[src/hw/svca_pkg.sv]
`default_nettype none
package svca_pkg;
  // ----------------------------------------------------------------
  // register map (byte addresses)
  // ----------------------------------------------------------------
  localparam logic [7:0] SVCA_OFF_CTRL = 8'h00;
  localparam logic [7:0] SVCA_OFF_STAT = 8'h04;
  localparam logic [7:0] SVCA_OFF_ACNT = 8'h08;
  localparam logic [7:0] SVCA_OFF_NCNT = 8'h0C;
  localparam logic [7:0] SVCA_OFF_LAST = 8'h10;
  // control register fields
  localparam int SVCA_CTRL_MT = 0;
  localparam int SVCA_CTRL_DL = 1;
  localparam int SVCA_CTRL_THR = 2;
  localparam int SVCA_CTRL_RUN = 4;
  localparam int SVCA_CTRL_STORE = 5;
  localparam int SVCA_CTRL_LOAD = 6;
  localparam logic [3:0] SVCA_CTRL_RESET = 4'h4;
  // status register fields
  localparam int SVCA_STAT_MOTION = 0;
  localparam int SVCA_STAT_PROG = 1;
  localparam int SVCA_STAT_NVM = 2;
  localparam int SVCA_STAT_LOADED = 3;
  localparam int SVCA_STAT_DEFER = 4;
  localparam int SVCA_STAT_EXEC = 5;
  // command numbering
  localparam logic [7:0] SVCA_PROG_MIN = 8'h40;
  localparam logic [1:0] SVCA_THR_ONE = 2'h1;

  typedef enum logic [2:0] {
    SVCA_CLS_A = 3'b000, SVCA_CLS_B = 3'b001, SVCA_CLS_C = 3'b010,
    SVCA_CLS_D = 3'b011, SVCA_CLS_E = 3'b100, SVCA_CLS_F = 3'b101
  } svca_cls_t;

  typedef enum logic [2:0] {
    SVCA_RSP_ACK = 3'b000, SVCA_RSP_STORED = 3'b001, SVCA_RSP_DEFER = 3'b010,
    SVCA_RSP_NAK_BUSY = 3'b011, SVCA_RSP_NAK_BAD = 3'b100
  } svca_rsp_t;

  typedef enum logic [1:0] {
    SVCA_UNSIGNED_WORD_PARAM = 2'b00, SVCA_SIGNED_WORD_PARAM = 2'b01,
    SVCA_UNSIGNED_HALF_PARAM = 2'b10, SVCA_SIGNED_HALF_PARAM = 2'b11
  } svca_ptype_t;

  typedef enum logic [1:0] {
    SVCA_ST_IDLE = 2'b00, SVCA_ST_DEFER = 2'b01
  } svca_state_t;

  typedef struct packed {
    logic [7:0] num;
    svca_cls_t cls;
    logic from_prog;
    logic is_motion;
    logic is_seize;
    svca_ptype_t ptype;
    logic [31:0] param;
  } svca_req_t;

  typedef struct packed {
    logic [7:0] num;
    logic [1:0] thread;
    logic [31:0] param;
  } svca_exec_t;
endpackage
`default_nettype wire

[src/hw/svca_admit.sv]
`default_nettype none
module svca_admit
  import svca_pkg::*;
#(
  parameter int CNT_W = 16
)
(
  // clock and reset
  input wire logic CLK,
  input wire logic RST,
  // apb register bus
  input wire logic PSEL,
  input wire logic PENABLE,
  input wire logic PWRITE,
  input wire logic [7:0] PADDR,
  input wire logic [31:0] PWDATA,
  output logic [31:0] PRDATA,
  output logic PREADY,
  output logic PSLVERR,
  // incoming commands from the serial receiver or program sequencer
  input wire logic CMD_VALID,
  input wire svca_req_t CMD_REQ,
  // device state from the motion and memory engines
  input wire logic MOTION_ACTIVE,
  input wire logic PROG_ACTIVE,
  input wire logic NVM_ACTIVE,
  input wire logic EXEC_ACTIVE,
  input wire logic NVM_LOAD_DONE,
  // answer to the host
  output logic RSP_VALID,
  output svca_rsp_t RSP_CODE,
  // dispatch
  output logic EXEC_VALID,
  output svca_exec_t EXEC_CMD,
  output logic STORE_VALID,
  output svca_exec_t STORE_CMD,
  output logic SEIZE,
  output logic PROG_RUN,
  output logic NVM_STORE,
  output logic NVM_LOAD
);
  // ----------------------------------------------------------------
  // declarations
  // ----------------------------------------------------------------
  logic [3:0] ctrl;
  logic run_req;
  logic store_req;
  logic load_req;
  logic mt_en;
  logic dl_mode;
  logic [1:0] thread_sel;
  logic [31:0] param_val;
  logic param_ok;
  svca_rsp_t decide;
  svca_exec_t disp;
  svca_state_t state_reg;
  svca_state_t state_next;
  svca_exec_t defer_reg;
  logic loaded_reg;
  logic [CNT_W-1:0] acnt_reg;
  logic [CNT_W-1:0] ncnt_reg;
  logic [7:0] last_num_reg;
  svca_rsp_t last_rsp_reg;
  logic take;
  logic release_defer;
  logic [31:0] stat_word;

  assign mt_en = ctrl[SVCA_CTRL_MT];
  assign dl_mode = ctrl[SVCA_CTRL_DL];
  assign thread_sel = ctrl[SVCA_CTRL_THR +: 2];

  // ----------------------------------------------------------------
  // register bus and parameter widening
  // ----------------------------------------------------------------
  svca_apb u_apb (
    .clk(CLK),
    .rst(RST),
    .psel(PSEL),
    .penable(PENABLE),
    .pwrite(PWRITE),
    .paddr(PADDR),
    .pwdata(PWDATA),
    .prdata(PRDATA),
    .pready(PREADY),
    .pslverr(PSLVERR),
    .ctrl(ctrl),
    .run_req(run_req),
    .store_req(store_req),
    .load_req(load_req),
    .stat_word(stat_word),
    .acnt_word({{(32 - CNT_W){1'b0}}, acnt_reg}),
    .ncnt_word({{(32 - CNT_W){1'b0}}, ncnt_reg}),
    .last_word({21'h000000, last_rsp_reg, last_num_reg})
  );

  svca_param u_param (
    .ptype(CMD_REQ.ptype),
    .raw(CMD_REQ.param),
    .value(param_val),
    .in_range(param_ok)
  );

  assign stat_word = {26'h0000000, EXEC_ACTIVE, (state_reg == SVCA_ST_DEFER),
                      loaded_reg, NVM_ACTIVE, PROG_ACTIVE, MOTION_ACTIVE};

  // ----------------------------------------------------------------
  // helpers
  // ----------------------------------------------------------------
  function automatic logic is_prog_num(input logic [7:0] num);
    return num >= SVCA_PROG_MIN;
  endfunction

  function automatic logic is_prog_cls(input svca_cls_t cls);
    return (cls == SVCA_CLS_D) || (cls == SVCA_CLS_E);
  endfunction

  function automatic logic [1:0] pick_thread(input logic [1:0] sel);
    return (sel == 2'b00) ? SVCA_THR_ONE : sel;
  endfunction

  // ----------------------------------------------------------------
  // admission decision
  // ----------------------------------------------------------------
  // single decision over flags
  always_comb begin
    decide = SVCA_RSP_ACK;
    if (is_prog_num(CMD_REQ.num) != is_prog_cls(CMD_REQ.cls)) begin
      decide = SVCA_RSP_NAK_BAD;
    end else if (CMD_REQ.from_prog && !is_prog_cls(CMD_REQ.cls)) begin
      // host-only classes never come out of a program
      decide = SVCA_RSP_NAK_BAD;
    end else if (!param_ok) begin
      decide = SVCA_RSP_NAK_BAD;
    end else if (CMD_REQ.is_seize && !is_prog_cls(CMD_REQ.cls)) begin
      decide = SVCA_RSP_ACK;
    end else begin
      case (CMD_REQ.cls)
        SVCA_CLS_A: decide = SVCA_RSP_ACK;
        SVCA_CLS_B: begin
          if (PROG_ACTIVE || NVM_ACTIVE) begin
            decide = SVCA_RSP_NAK_BUSY;
          end else if (MOTION_ACTIVE && !mt_en) begin
            decide = SVCA_RSP_NAK_BUSY;
          end else begin
            decide = SVCA_RSP_ACK;
          end
        end
        SVCA_CLS_C: begin
          if (MOTION_ACTIVE || PROG_ACTIVE || !loaded_reg) begin
            decide = SVCA_RSP_NAK_BUSY;
          end else begin
            decide = SVCA_RSP_ACK;
          end
        end
        // class F in any motor state
        SVCA_CLS_F: decide = SVCA_RSP_ACK;
        SVCA_CLS_D, SVCA_CLS_E: begin
          if (CMD_REQ.from_prog) begin
            // the sequencer owns the buffer; only motion moves may wait
            if (CMD_REQ.is_motion && MOTION_ACTIVE) begin
              decide = (state_reg == SVCA_ST_DEFER) ? SVCA_RSP_NAK_BUSY : SVCA_RSP_DEFER;
            end else begin
              decide = SVCA_RSP_ACK;
            end
          end else if (dl_mode) begin
            // buffer busy during load or store
            decide = NVM_ACTIVE ? SVCA_RSP_NAK_BUSY : SVCA_RSP_STORED;
          end else if (PROG_ACTIVE || NVM_ACTIVE || EXEC_ACTIVE ||
                       state_reg == SVCA_ST_DEFER) begin
            decide = SVCA_RSP_NAK_BUSY;
          end else if (MOTION_ACTIVE) begin
            if (!mt_en) begin
              decide = SVCA_RSP_NAK_BUSY;
            end else if (CMD_REQ.cls == SVCA_CLS_D && CMD_REQ.is_motion) begin
              decide = SVCA_RSP_DEFER;
            end else begin
              decide = SVCA_RSP_ACK;
            end
          end else begin
            decide = SVCA_RSP_ACK;
          end
        end
        default: decide = SVCA_RSP_NAK_BAD;
      endcase
    end
  end

  // every parameter is present, so one word per request suffices
  assign take = CMD_VALID;
  assign disp = '{num: CMD_REQ.num, thread: pick_thread(thread_sel), param: param_val};
  assign release_defer = (state_reg == SVCA_ST_DEFER) && !MOTION_ACTIVE;

  // ----------------------------------------------------------------
  // deferral state machine
  // ----------------------------------------------------------------
  always_comb begin
    state_next = state_reg;
    case (state_reg)
      SVCA_ST_IDLE: begin
        if (take && decide == SVCA_RSP_DEFER) begin
          state_next = SVCA_ST_DEFER;
        end
      end
      SVCA_ST_DEFER: begin
        if (!MOTION_ACTIVE) begin
          state_next = SVCA_ST_IDLE;
        end
      end
      default: state_next = SVCA_ST_IDLE;
    endcase
  end

  always_ff @(posedge CLK) begin
    if (RST) begin
      state_reg <= SVCA_ST_IDLE;
    end else begin
      state_reg <= state_next;
    end
  end

  always_ff @(posedge CLK) begin
    if (RST) begin
      defer_reg <= '0;
    end else if (take && decide == SVCA_RSP_DEFER && state_reg == SVCA_ST_IDLE) begin
      defer_reg <= disp;
    end
  end

  // ----------------------------------------------------------------
  // answer and dispatch
  // ----------------------------------------------------------------
  // busy naks answered here too
  always_ff @(posedge CLK) begin
    if (RST) begin
      RSP_VALID <= 1'b0;
      RSP_CODE <= SVCA_RSP_ACK;
    end else begin
      RSP_VALID <= take;
      if (take) begin
        RSP_CODE <= decide;
      end
    end
  end

  // a released move wins the dispatch port; a new immediate in that cycle
  // is still answered but its execute pulse is dropped and comes back
  // only by the host retrying, which is why the release is checked first
  always_ff @(posedge CLK) begin
    if (RST) begin
      EXEC_VALID <= 1'b0;
      EXEC_CMD <= '0;
    end else if (release_defer) begin
      EXEC_VALID <= 1'b1;
      EXEC_CMD <= defer_reg;
    end else if (take && decide == SVCA_RSP_ACK) begin
      EXEC_VALID <= 1'b1;
      EXEC_CMD <= disp;
    end else begin
      EXEC_VALID <= 1'b0;
    end
  end

  // host program commands pass through the buffer
  always_ff @(posedge CLK) begin
    if (RST) begin
      STORE_VALID <= 1'b0;
      STORE_CMD <= '0;
    end else begin
      STORE_VALID <= take && (decide == SVCA_RSP_STORED ||
                     (decide == SVCA_RSP_ACK && is_prog_cls(CMD_REQ.cls) &&
                      !CMD_REQ.from_prog));
      if (take) begin
        STORE_CMD <= disp;
      end
    end
  end

  always_ff @(posedge CLK) begin
    if (RST) begin
      SEIZE <= 1'b0;
    end else begin
      SEIZE <= take && CMD_REQ.is_seize && decide == SVCA_RSP_ACK &&
               !is_prog_cls(CMD_REQ.cls);
    end
  end

  // ----------------------------------------------------------------
  // program buffer bookkeeping
  // ----------------------------------------------------------------
  // loaded flag; set beats clear
  always_ff @(posedge CLK) begin
    if (RST) begin
      loaded_reg <= 1'b0;
    end else if (NVM_LOAD_DONE || (take && decide == SVCA_RSP_STORED)) begin
      loaded_reg <= 1'b1;
    end else if (take && CMD_REQ.is_seize && decide == SVCA_RSP_ACK &&
                 !is_prog_cls(CMD_REQ.cls)) begin
      loaded_reg <= 1'b0;
    end
  end

  always_ff @(posedge CLK) begin
    if (RST) begin
      PROG_RUN <= 1'b0;
      NVM_STORE <= 1'b0;
      NVM_LOAD <= 1'b0;
    end else begin
      PROG_RUN <= run_req && loaded_reg && !PROG_ACTIVE && !MOTION_ACTIVE && !NVM_ACTIVE;
      NVM_STORE <= store_req && loaded_reg && !NVM_ACTIVE && !PROG_ACTIVE;
      NVM_LOAD <= load_req && !NVM_ACTIVE && !PROG_ACTIVE;
    end
  end

  // ----------------------------------------------------------------
  // statistics
  // ----------------------------------------------------------------
  // counters wrap; software compares deltas
  always_ff @(posedge CLK) begin
    if (RST) begin
      acnt_reg <= '0;
      ncnt_reg <= '0;
    end else if (take) begin
      if (decide == SVCA_RSP_NAK_BUSY || decide == SVCA_RSP_NAK_BAD) begin
        ncnt_reg <= ncnt_reg + 1'b1;
      end else begin
        acnt_reg <= acnt_reg + 1'b1;
      end
    end
  end

  always_ff @(posedge CLK) begin
    if (RST) begin
      last_num_reg <= 8'h00;
      last_rsp_reg <= SVCA_RSP_ACK;
    end else if (take) begin
      last_num_reg <= CMD_REQ.num;
      last_rsp_reg <= decide;
    end
  end
endmodule
`default_nettype wire

[src/hw/svca_param.sv]
`default_nettype none
module svca_param
  import svca_pkg::*;
(
  input wire svca_ptype_t ptype,
  input wire logic [31:0] raw,
  output logic [31:0] value,
  output logic in_range
);
  // ----------------------------------------------------------------
  // parameter widening
  // ----------------------------------------------------------------
  // half parameters arrive in the low 16 bits; upper bits must be clear
  always_comb begin
    value = raw;
    in_range = 1'b1;
    case (ptype)
      SVCA_UNSIGNED_WORD_PARAM: value = raw;
      SVCA_SIGNED_WORD_PARAM: value = raw;
      SVCA_UNSIGNED_HALF_PARAM: begin
        value = {16'h0000, raw[15:0]};
        in_range = (raw[31:16] == 16'h0000);
      end
      SVCA_SIGNED_HALF_PARAM: begin
        value = {{16{raw[15]}}, raw[15:0]};
        in_range = (raw[31:16] == 16'h0000);
      end
      default: in_range = 1'b0;
    endcase
  end
endmodule
`default_nettype wire

[src/hw/svca_apb.sv]
`default_nettype none
module svca_apb
  import svca_pkg::*;
(
  input wire logic clk,
  input wire logic rst,
  // apb
  input wire logic psel,
  input wire logic penable,
  input wire logic pwrite,
  input wire logic [7:0] paddr,
  input wire logic [31:0] pwdata,
  output logic [31:0] prdata,
  output logic pready,
  output logic pslverr,
  // register contents
  output logic [3:0] ctrl,
  output logic run_req,
  output logic store_req,
  output logic load_req,
  input wire logic [31:0] stat_word,
  input wire logic [31:0] acnt_word,
  input wire logic [31:0] ncnt_word,
  input wire logic [31:0] last_word
);
  logic [3:0] ctrl_reg;
  logic [31:0] rdata_reg;
  logic err_reg;
  logic mapped;
  logic wr_now;

  assign mapped = (paddr == SVCA_OFF_CTRL) || (paddr == SVCA_OFF_STAT) ||
                  (paddr == SVCA_OFF_ACNT) || (paddr == SVCA_OFF_NCNT) ||
                  (paddr == SVCA_OFF_LAST);
  assign wr_now = psel && penable && pwrite && (paddr == SVCA_OFF_CTRL);
  assign pready = 1'b1;
  assign pslverr = psel && penable && err_reg;
  assign prdata = rdata_reg;
  assign ctrl = ctrl_reg;
  // start bits are write-one pulses and read back as zero
  assign run_req = wr_now && pwdata[SVCA_CTRL_RUN];
  assign store_req = wr_now && pwdata[SVCA_CTRL_STORE];
  assign load_req = wr_now && pwdata[SVCA_CTRL_LOAD];

  always_ff @(posedge clk) begin
    if (rst) begin
      ctrl_reg <= SVCA_CTRL_RESET;
    end else if (wr_now) begin
      ctrl_reg <= pwdata[3:0];
    end
  end

  // read data is captured in the setup cycle so it leaves a flip-flop
  always_ff @(posedge clk) begin
    if (rst) begin
      rdata_reg <= 32'h00000000;
      err_reg <= 1'b0;
    end else if (psel && !penable) begin
      err_reg <= !mapped;
      case (paddr)
        SVCA_OFF_CTRL: rdata_reg <= {28'h0000000, ctrl_reg};
        SVCA_OFF_STAT: rdata_reg <= stat_word;
        SVCA_OFF_ACNT: rdata_reg <= acnt_word;
        SVCA_OFF_NCNT: rdata_reg <= ncnt_word;
        SVCA_OFF_LAST: rdata_reg <= last_word;
        default: rdata_reg <= 32'h00000000;
      endcase
    end
  end
endmodule
`default_nettype wire

[config.mk]
export PLATFORM = sky130hd
export DESIGN_NAME = svca_admit
export DESIGN_NICKNAME = d
export VERILOG_FILES = /design/src/hw/svca_pkg.sv /design/src/hw/svca_admit.sv /design/src/hw/svca_param.sv /design/src/hw/svca_apb.sv
export SDC_FILE = /design/constraint.sdc
export NUM_CORES = 1
export LEC_CHECK = 0
export BUFFER_PORTS_ARGS = -buffer_cell sky130_fd_sc_hd__buf_4
export CORE_MARGIN = 5
export CORE_UTILIZATION = 48
export CTS_CLUSTER_SIZE = 24
export DETAILED_ROUTE_END_ITERATION = 7
export HOLD_SLACK_MARGIN = 0.05
export PLACE_DENSITY = 0.77
export SLEW_MARGIN = 20
export SYNTH_ARGS = -nofsm -noshare
export SYNTH_HDL_FRONTEND = slang
export SYNTH_SLANG_ARGS = --single-unit
[constraint.sdc]
create_clock -name CLK -period 2.3 [get_ports CLK]
set_input_delay 0.115 -clock CLK [delete_from_list [all_inputs] [get_ports CLK]]
set_output_delay 0.115 -clock CLK [all_outputs]
set_load 0.05 [all_outputs]
==> results of run 1 <==
-- tightest hold or removal path: stages --
cell and delay, ns:
buf_4 0.09, buf_4 0.12, mux2i_1 0.06, nor2_1 0.08
-- how the worst min path moves through the flow --
| stage | start | cells past startpoint | end | slack (ns) |
|---|---|---|---|---|
| after floorplan | PWDATA[6] | 1 | NVM_LOAD$_SDFF_PP0_ | 0.24 |
| after global placement | PWDATA[6] | 2 | NVM_LOAD$_SDFF_PP0_ | 0.32 |
| after detailed placement | PWDATA[6] | 2 | NVM_LOAD$_SDFF_PP0_ | 0.33 |
| after CTS | CMD_REQ[47] | 4 | defer_reg[41]$_SDFFE_PP0P_ | 0.05 |
| after global routing | CMD_REQ[47] | 4 | defer_reg[41]$_SDFFE_PP0P_ | 0.09 |
| final | CMD_REQ[47] | 4 | defer_reg[41]$_SDFFE_PP0P_ | 0.07 |
-- timing repair --
item / in CTS / in global routing
pin swaps: 4 / 8
endpoints found under the setup margin: 64 / 101
buffers inserted: 0 / 9
hold buffers: 33 / 0
cloned: 1 / 4
hold endpoints to repair: 76 / 0
gates resized for setup: 10 / 28
-- routing by layer --
metal	vias to the layer above	global-route usage, %	share of wire [%]
met3	37	6.72	9.6
met4	0	7.50	1.9
met5	-	0	0
li1	3903	-	-
met1	3971	32.3	42
met2	398	39.4	47
-- where the power goes --
group	internal, uW	switching (uW)
combinational	388	679
sequential	3380	55.1
clock	1460	1480
total	5230	2220
-- final cells by class --
cell class                      instances  area, sq um  area share [%]
Timing Repair Buffer                  297         2500            21.7
Clock inverter                         15          173            1.50
Sequential cell                       191         3830            33.2
Inverter                                5         18.8           0.163
Tap cell                              225          282            2.44
Multi-Input combinational cell        692         4300            37.3
Clock buffer                           17          425            3.69
-- cells by family (layout without fill, tap and decap cells) --
logic type / after synthesis / in the layout
and+or+nand+nor: 375 / 375
other: 2 / 17
AOI/OAI and AO/OA: 207 / 207
buffers and inverters: 99 / 334
adders and majority gates: 2 / 2
muxes: 77 / 77
xor gates and xnor gates: 14 / 14
DFF: 191 / 191
-- stage by stage --
step | instance area, sq um | total power (uW)
floorplan | 8480 | 4130
global placement | 10300 | 4480
detailed placement | 10300 | 4490
CTS | 11300 | 7450
global route | 11500 | 7680
finish | 11500 | 7450
-- placed cells by master (no fill, tap or decap), drive strengths merged, types with 23 or more instances in the layout --
cell type    count
a31oi           23
dfxtp          191
nand2           88
nor2           125
mux2i           73
buf            262
dlygate4sd3     33
a21oi           69
o21ai           40
nor4            29
==> metrics.txt, run 1 <==
ANT nets after route=0; slowest stage cell, crit path=o31a_1; H-tree depth=4; GP Congestion=0.911; Critical Path Sink Type=flop; DRT Pass-1 Iters=6; Die Ht=142 um; Peak VDD IR=0.525 mV; Initial Util=48.8%; wire per inst=18.3 um; P&R area growth vs syn=37.0%; DRC=0; RSZ-0062 raised after global routing=yes; Reg-to-Reg Start=loaded_reg$_SDFFE_PP0P_; Post-Synth XOR/XNOR Area=1.46%; WP buf/inv=3; final worst setup slack=-0.156 ns; Reg clk slew, reported paths=0.07 ns; YS warnings=0; dominant synthesized flop cell=dfxtp_1; total gr overflow=0; initial antenna violation count=1; cell mode on critical path=buf_4; final setup fails=69; count leader, synth=dfxtp_1; P per Cell Area=646 nW/um^2; maximum clock rate=407 MHz; Layout Cells excl Fill=1442; Reg2Reg Setup Slack=-0.16 ns; CTS Buf Count=17; worst slew pin tran=0.636 ns; Period minus WS final=2.46 ns; gate family responsible for the most delay along the worst path=simple AND/OR/NAND/NOR gates; post-synthesis compound-gate area fraction=15.7%; crit path to=ncnt_reg[4]$_SDFFE_PP0P_; syn_area_per_cell=8.70 sq um; # IOs=227; ys async rst share=0%; adder-cell area share of the yosys netlist=0.297%; Synth area leaders=dfxtp_1 45%, mux2i_1 8.7%, nor2_1 5.6%; CTS tree=yes; chip width=142 um; clk_lat worst skew=0.44 ns; FF-to-FF End=ncnt_reg[4]$_SDFFE_PP0P_; share of cells above drive strength 1=27.8%; FF-to-FF path depth=10; Seq/Total Area, Yosys=45.4%; DR iter-0 viols=812; Simple-Gate Fraction of Synth Area=22.1%; die area=20300 sq um; commonest cells in the netlist=191 x dfxtp_1, 125 x nor2_1, 88 x nand2_1; first-pass GRT wire length=40.2 mm; final net count=1305; fin crit share=107%; Worst Hold Slack=0.0685 ns; max incr delay on CP=0.41 ns; cell count after synthesis=967; WL final=26.4 mm; CTS Buffer Depth=2; TNS Setup=-3.44 ns; outcome=finished, violations left; largest net degree at the start of global routing=90; Cell variety after synth=62; mux share of post-synthesis cell area=9.22%; Post-DP HPWL=17.2 mm; EDFF count, synth=0; crit path kind=reg2reg; Cell Rows=48; Crit path required time=2.61 ns; Filler Cell Count=1308; post-placement cell count=1363; Root Driver=clkbuf_16; Crit. Startpoint=loaded_reg$_SDFFE_PP0P_; Setup Skew=0.0171 ns; Final Max Slew Viols=0; vias after detailed routing=8309; clock sinks=191; Setup WS pre-CTS=-0.517 ns; FF+latch count, synth=191; Pleak=0.00489 uW; Mapped Area=8410 sq um; crit path launch type=flop; Yosys top cell by area=dfxtp_1; failing checks=negative setup slack; CP arrival=2.77 ns; largest family of logic cells by synthesized area=simple AND/OR/NAND/NOR gates; share of Yosys cell area claimed by the top area cell type=45.4%; core area=17200 sq um; # port buffers=184; post-layout util=66.9%; Max-cap violations=0; Max-slew headroom=57.5%; Via density=5.76; Max FO, Critical Path=5; critical path depth in cells=10; CP Cell Sequence=nor3b_4 > nor4b_2 > a311oi_2 > o31a_1 > buf_6 > buf_4 > buf_4 > nor4_1 > xnor2_1 > nor2_1; GRT Total Usage=24.5%; Hold Fails Final Rpt=0; vias in the first global route=7587; Min-Delay Path Class=in2reg; Diodes inserted=0
Power figures use the tool's default switching activity.
==> run 2, diff against run 1 <==
--- a/config.mk
+++ b/config.mk
@@ -7,7 +7,7 @@
 export LEC_CHECK = 0
 export BUFFER_PORTS_ARGS = -buffer_cell sky130_fd_sc_hd__buf_4
 export CORE_MARGIN = 5
-export CORE_UTILIZATION = 48
+export CORE_UTILIZATION = 50
 export CTS_CLUSTER_SIZE = 24
 export DETAILED_ROUTE_END_ITERATION = 7
 export HOLD_SLACK_MARGIN = 0.05
==> constraint.sdc (replaced) <==
create_clock -name CLK -period 3.1 [get_ports CLK]
set_input_delay 0.155 -clock CLK [delete_from_list [all_inputs] [get_ports CLK]]
set_output_delay 0.155 -clock CLK [all_outputs]
set_load 0.05 [all_outputs]
==> run 2 against run 1 <==
Net effect:
- the run now ends clean
- power down 26%
- utilization down 1.2 points
- first-iteration DRC count down 24%
- global-route usage down 0.83 points
- clock-buffer cell count unchanged
- final cell count down 4.3%
- design area down 5.9%
- setup slack better by 0.41 ns
- clock power down 23%
- largest power group unchanged
==> metrics.txt, run 2 (synthesis results as in run 1) <==
outcome=completed (was finished, violations left); ANT nets after route=0 (unchanged); largest net degree at the start of global routing=65 (was 90); clk_lat worst skew=0.43 ns (was 0.44 ns); total gr overflow=0 (unchanged); die area=19500 sq um (was 20300 sq um); Resized Gates After CTS=0 (was 10); CTS Buf Count=17 (unchanged); share of cells above drive strength 1=22.5% (was 27.8%); Peak VDD IR=0.407 mV (was 0.525 mV); Setup WS pre-CTS=0.133 ns (was -0.517 ns); fin crit share=91.6%; Setup Skew=0.00891 ns (was 0.0171 ns); Pleak=0.00456 uW (was 0.00489 uW); worst slew pin tran=1.01 ns (was 0.636 ns); post-layout util=65.7% (was 66.9%); Cell Rows=47 (was 48); commonest non-fill, non-tap cells in the layout=206 x buf_4, 191 x dfxtp_1, 125 x nor2_1 (was 244 x buf_4, 189 x dfxtp_1, 125 x nor2_1); GRT Total Usage=23.7% (was 24.5%); GP Congestion=0.877 (was 0.911); Crit path required time=3.45 ns (was 2.61 ns); Die Ht=140 um (was 142 um); Root Driver=clkbuf_16 (unchanged); vias after detailed routing=7908 (was 8309); final setup fails=0 (was 69); # port buffers=184 (unchanged); total power=5540 uW (was 7450 uW); Via density=5.73 (was 5.76); DR iter-0 viols=618 (was 812); H-tree depth=4 (unchanged); Diodes inserted=0 (unchanged); TNS Setup=0 ns (was -3.44 ns); core area=16500 sq um (was 17200 sq um); WL final=24.0 mm (was 26.4 mm); Max FO, Critical Path=36 (was 5); most common cell after layout, fill and taps aside=buf_4 (unchanged); worst min-delay path startpoint=CMD_REQ[34] (was CMD_REQ[47]); Period minus WS final=2.84 ns; maximum clock rate=352 MHz; chip width=140 um (was 142 um); Post-DP HPWL=16.3 mm (was 17.2 mm); Crit. Startpoint=CMD_REQ[46] (was loaded_reg$_SDFFE_PP0P_); wire per inst=17.4 um (was 18.3 um); P&R area growth vs syn=28.9% (was 37.0%); first-pass GRT wire length=38.2 mm (was 40.2 mm); Final Max Slew Viols=0 (unchanged); CP arrival=3.19 ns (was 2.77 ns); Hold Fails Final Rpt=0 (unchanged); Max-cap violations=0 (unchanged); CTS tree=yes (unchanged); Min-Delay Path Class=in2reg (unchanged); clock sinks=191 (unchanged); Layout Cells excl Fill=1380 (was 1442); vias in the first global route=7368 (was 7587); Critical Path Sink Type=flop (unchanged); post-placement cell count=1318 (was 1363); RSZ-0062 raised after global routing=no (was yes); setup repair bufs after CTS=0 (unchanged); DRC=0 (unchanged); final net count=1248 (was 1305); final worst setup slack=0.259 ns (was -0.156 ns); Reg clk slew, reported paths=0.07 ns (about the same); crit path kind=in2reg (was reg2reg); CTS Buffer Depth=2 (unchanged); P per Cell Area=511 nW/um^2 (was 646 nW/um^2); DRT Pass-1 Iters=5 (was 6); Initial Util=50.9% (was 48.8%); post-cts hold buffer count=30 (was 33); # IOs=227 (unchanged); Max-slew headroom=32.6% (was 57.5%); crit path launch type=input pin (was flop); Reg-to-Reg Start=loaded_reg$_SDFFE_PP0P_ (unchanged); initial antenna violation count=0 (was 1)
==> run 2: final cells by class <==
cell class                 count  area [sq um]
sequential                   191          3820
clock inverter                15           196
tap                          220           275
multi-input combinational    692          4180
fill                        1348          5680
timing repair buffer         240          1930
clock buffer                  17           425
inverter                       5          18.8
==> run 2: worst max-delay path, cell delays in order <==
cell,delay [ns]
dlygate4sd3_1,0.57
buf_4,0.18
nor3_1,0.19
nand3_1,0.15
a211oi_1,0.52
o31ai_2,0.16
or4_2,0.65
buf_12,0.21
or2_0,0.23
a21oi_1,0.15
==> run 2: metrics by stage <==
stage	area, sq um	hold slack [ns]
6_report	10800	0.0766
5_1_grt	10800	0.0625
4_1_cts	10800	0.0519
3_5_place_dp	9930	0.368
3_3_place_gp	9930	0.357
2_1_floorplan	8470	0.277
==> run 2: per-layer routing <==
metal / global-route usage, % / vias to the layer above / wire, um
met5: 0 / - / 0
met4: 8.47 / 0 / 614
met3: 6.45 / 42 / 2070
met2: 37.7 / 313 / 10900
met1: 31.0 / 3752 / 10400
li1: - / 3801 / -
==> run 2: worst paths after layout <==
check	cells past startpoint	end	slack, ns
worst max register to register	8	defer_reg[28]$_SDFFE_PP0P_	0.38
worst min-delay path	3	SEIZE$_SDFF_PP0_	0.08
worst min register to register	2	defer_reg[27]$_SDFFE_PP0P_	0.46
worst max-delay path	10	defer_reg[28]$_SDFFE_PP0P_	0.26
==> run 2: power by group <==
part           total [uW]  switching, uW  internal, uW
clock                2270           1040          1230
combinational         722            477           245
sequential           2550           38.7          2510
total                5540           1550          3990
==> run 3, diff against run 2 <==
--- a/config.mk
+++ b/config.mk
@@ -7,11 +7,11 @@
 export LEC_CHECK = 0
 export BUFFER_PORTS_ARGS = -buffer_cell sky130_fd_sc_hd__buf_4
 export CORE_MARGIN = 5
-export CORE_UTILIZATION = 50
+export CORE_UTILIZATION = 45
 export CTS_CLUSTER_SIZE = 24
 export DETAILED_ROUTE_END_ITERATION = 7
 export HOLD_SLACK_MARGIN = 0.05
-export PLACE_DENSITY = 0.77
+export PLACE_DENSITY = 0.7
 export SLEW_MARGIN = 20
 export SYNTH_ARGS = -nofsm -noshare
 export SYNTH_HDL_FRONTEND = slang
==> run 3 against run 2 <==
Net effect:
- combinational power rose by 2%
- critical path depth did not move
- sequential power hardly changed
- routed wire length is 1.6% higher
- clock-buffer cell count unchanged
- design area grew 0.68%
- clock skew increased by 0.0059 ns
- register-to-register slack is essentially flat
- sequential cell count unchanged
- global-route usage is 1.5 points lower
- critical endpoint is now defer_reg[30]$_SDFFE_PP0P_
- largest power group unchanged
- highest routed layer unchanged
==> metrics.txt, run 3 (synthesis results as in run 1) <==
ANT nets after route=0 (unchanged); P per Cell Area=519 nW/um^2 (was 511 nW/um^2); worst slew pin tran=1.05 ns (was 1.01 ns); Via density=5.56 (was 5.73); vias after detailed routing=7778 (was 7908); TNS Setup=0 ns (unchanged); DRT Pass-1 Iters=5 (unchanged); Int Pwr=4080 uW (was 3990 uW); Peak VDD IR=0.425 mV (was 0.407 mV); Post-DP HPWL=16.5 mm (was 16.3 mm); Pleak=0.00458 uW (was 0.00456 uW); first-pass GRT wire length=39.3 mm (was 38.2 mm); # port buffers=184 (unchanged); Max FO, Critical Path=60 (was 36); Period minus WS final=2.91 ns (was 2.84 ns); Die Ht=147 um (was 140 um); Crit path required time=3.46 ns (was 3.45 ns); CTS Buffer Depth=2 (unchanged); clk_lat worst skew=0.44 ns (was 0.43 ns); CTS tree=yes (unchanged); DRC=0 (unchanged); largest net degree at the start of global routing=84 (was 65); Min-Delay Path Class=in2reg (unchanged); final setup fails=0 (unchanged); # IOs=227 (unchanged); crit path launch type=input pin (unchanged); core area=18600 sq um (was 16500 sq um); fin crit share=93.7% (was 91.6%); commonest non-fill, non-tap cells in the layout=207 x buf_4, 191 x dfxtp_1, 125 x nor2_1 (was 206 x buf_4, 191 x dfxtp_1, 125 x nor2_1); Reg power frac=45.0% (was 46.0%); worst min-delay path startpoint=PENABLE (was CMD_REQ[34]); Reg2Reg Setup Slack=0.38 ns (about the same); Non-Filler Cell Area, Final=10900 sq um (was 10800 sq um); Worst Hold Slack=0.101 ns (was 0.0766 ns); Max-cap violations=0 (unchanged); Reg-to-Reg Start=u_apb.ctrl[1]$_SDFFE_PP0P_ (was loaded_reg$_SDFFE_PP0P_); Root Driver=clkbuf_16 (unchanged); RSZ-0062 raised after global routing=no (unchanged); Critical Path Sink Type=flop (unchanged); CTS Buf Count=17 (unchanged); most common cell after layout, fill and taps aside=buf_4 (unchanged); Crit. Startpoint=CMD_REQ[46] (unchanged); post-layout util=58.8% (was 65.7%); total gr overflow=0 (unchanged); GRT Total Usage=22.2% (was 23.7%); chip width=147 um (was 140 um); clock sinks=191 (unchanged); Resized Gates After CTS=0 (unchanged); Setup Skew=0.0148 ns (was 0.00891 ns); clock share of power=42.1% (was 41.0%); Hold Fails Final Rpt=0 (unchanged); Max-slew headroom=30.1% (was 32.6%); Area after DPL=9910 sq um (was 9930 sq um); outcome=completed (unchanged); Cell Rows=50 (was 47); Diodes inserted=0 (unchanged); Initial Util=45.3% (was 50.9%); Final Max Slew Viols=0 (unchanged); crit path kind=in2reg (unchanged); Reg clk slew, reported paths=0.07 ns (about the same); wire per inst=17.4 um (about the same); Gate power share=13.0% (about the same); share of cells above drive strength 1=22.3% (was 22.5%); WL final=24.4 mm (was 24.0 mm); DR iter-0 viols=603 (was 618); CP arrival=3.26 ns (was 3.19 ns); vias in the first global route=7465 (was 7368); die area=21500 sq um (was 19500 sq um); final net count=1253 (was 1248); H-tree depth=4 (unchanged); switch share=28.0% (about the same); P&R area growth vs syn=29.8% (was 28.9%); initial antenna violation count=0 (unchanged); Psw=1580 uW (was 1550 uW); GP Congestion=0.864 (was 0.877); maximum clock rate=344 MHz (was 352 MHz)
==> run 3: cell count changes in the layout (fill, tap and decap cells not counted), sizes merged <==
cell / delta
inv: -1
clkinvlp: +2
buf: -1
dlygate4sd3: +6
bufinv: +1
clkinv: -2
==> run 3: per-layer routing <==
| layer | track usage, % | part of all wire, % | up-vias |
|---|---|---|---|
| li1 | - | - | 3816 |
| met1 | 30.5 | 46 | 3655 |
| met2 | 33.8 | 44 | 268 |
| met3 | 6.05 | 7.5 | 39 |
| met4 | 7.48 | 2.4 | 0 |
| met5 | 0 | 0 | - |
==> run 3: through the flow <==
stage / power [uW] / cells / worst slack (ns)
final: 5660 / 1399 / 0.195
after global routing: 5870 / 1399 / 0.0749
after CTS: 5710 / 1399 / 0.267
after detailed placement: 3290 / 1331 / 0.152
after global placement: 3290 / 1331 / 0.197
after floorplan: 3060 / 982 / 0.785
==> run 3: area by class of cell <==
cell class / count / area [sq um]
inverters: 5 / 18.8
flip-flops and latches: 191 / 3820
clock buffers: 17 / 425
well taps: 234 / 293
fillers: 1630 / 7660
multi-input cells: 692 / 4180
repair buffers: 245 / 1950
clock inverters: 15 / 225
==> run 3: power by group through the flow <==
stage | sequential [uW] | combinational, uW | clock, uW
6_report | 2550 | 734 | 2380
5_1_grt | 2550 | 780 | 2530
4_1_cts | 2550 | 730 | 2430
3_5_place_dp | 2600 | 691 | 0
3_3_place_gp | 2600 | 686 | 0
2_1_floorplan | 2770 | 290 | 0
==> run 3: what timing repair did <==
action,in CTS,in global routing
hold buffers,36,0
setup buffers,0,0
hold endpoints to repair,84,0
==> run 3: final timing paths <==
| kind | depth (start not counted) | to |
|---|---|---|
| min | 4 | u_apb.err_reg$_SDFFE_PP0P_ |
| max | 10 | defer_reg[30]$_SDFFE_PP0P_ |
| max reg2reg | 8 | EXEC_CMD[39]$_SDFFE_PP0P_ |
| min reg2reg | 2 | defer_reg[22]$_SDFFE_PP0P_ |
==> run 3: critical path, cell delays in order <==
cell	delay (ns)
dlygate4sd3_1	0.55
buf_4	0.17
nor3_1	0.24
nand3_1	0.18
a221oi_2	0.33
a21bo_2	0.31
or4_2	0.66
buf_12	0.22
or2_0	0.26
a21oi_1	0.13
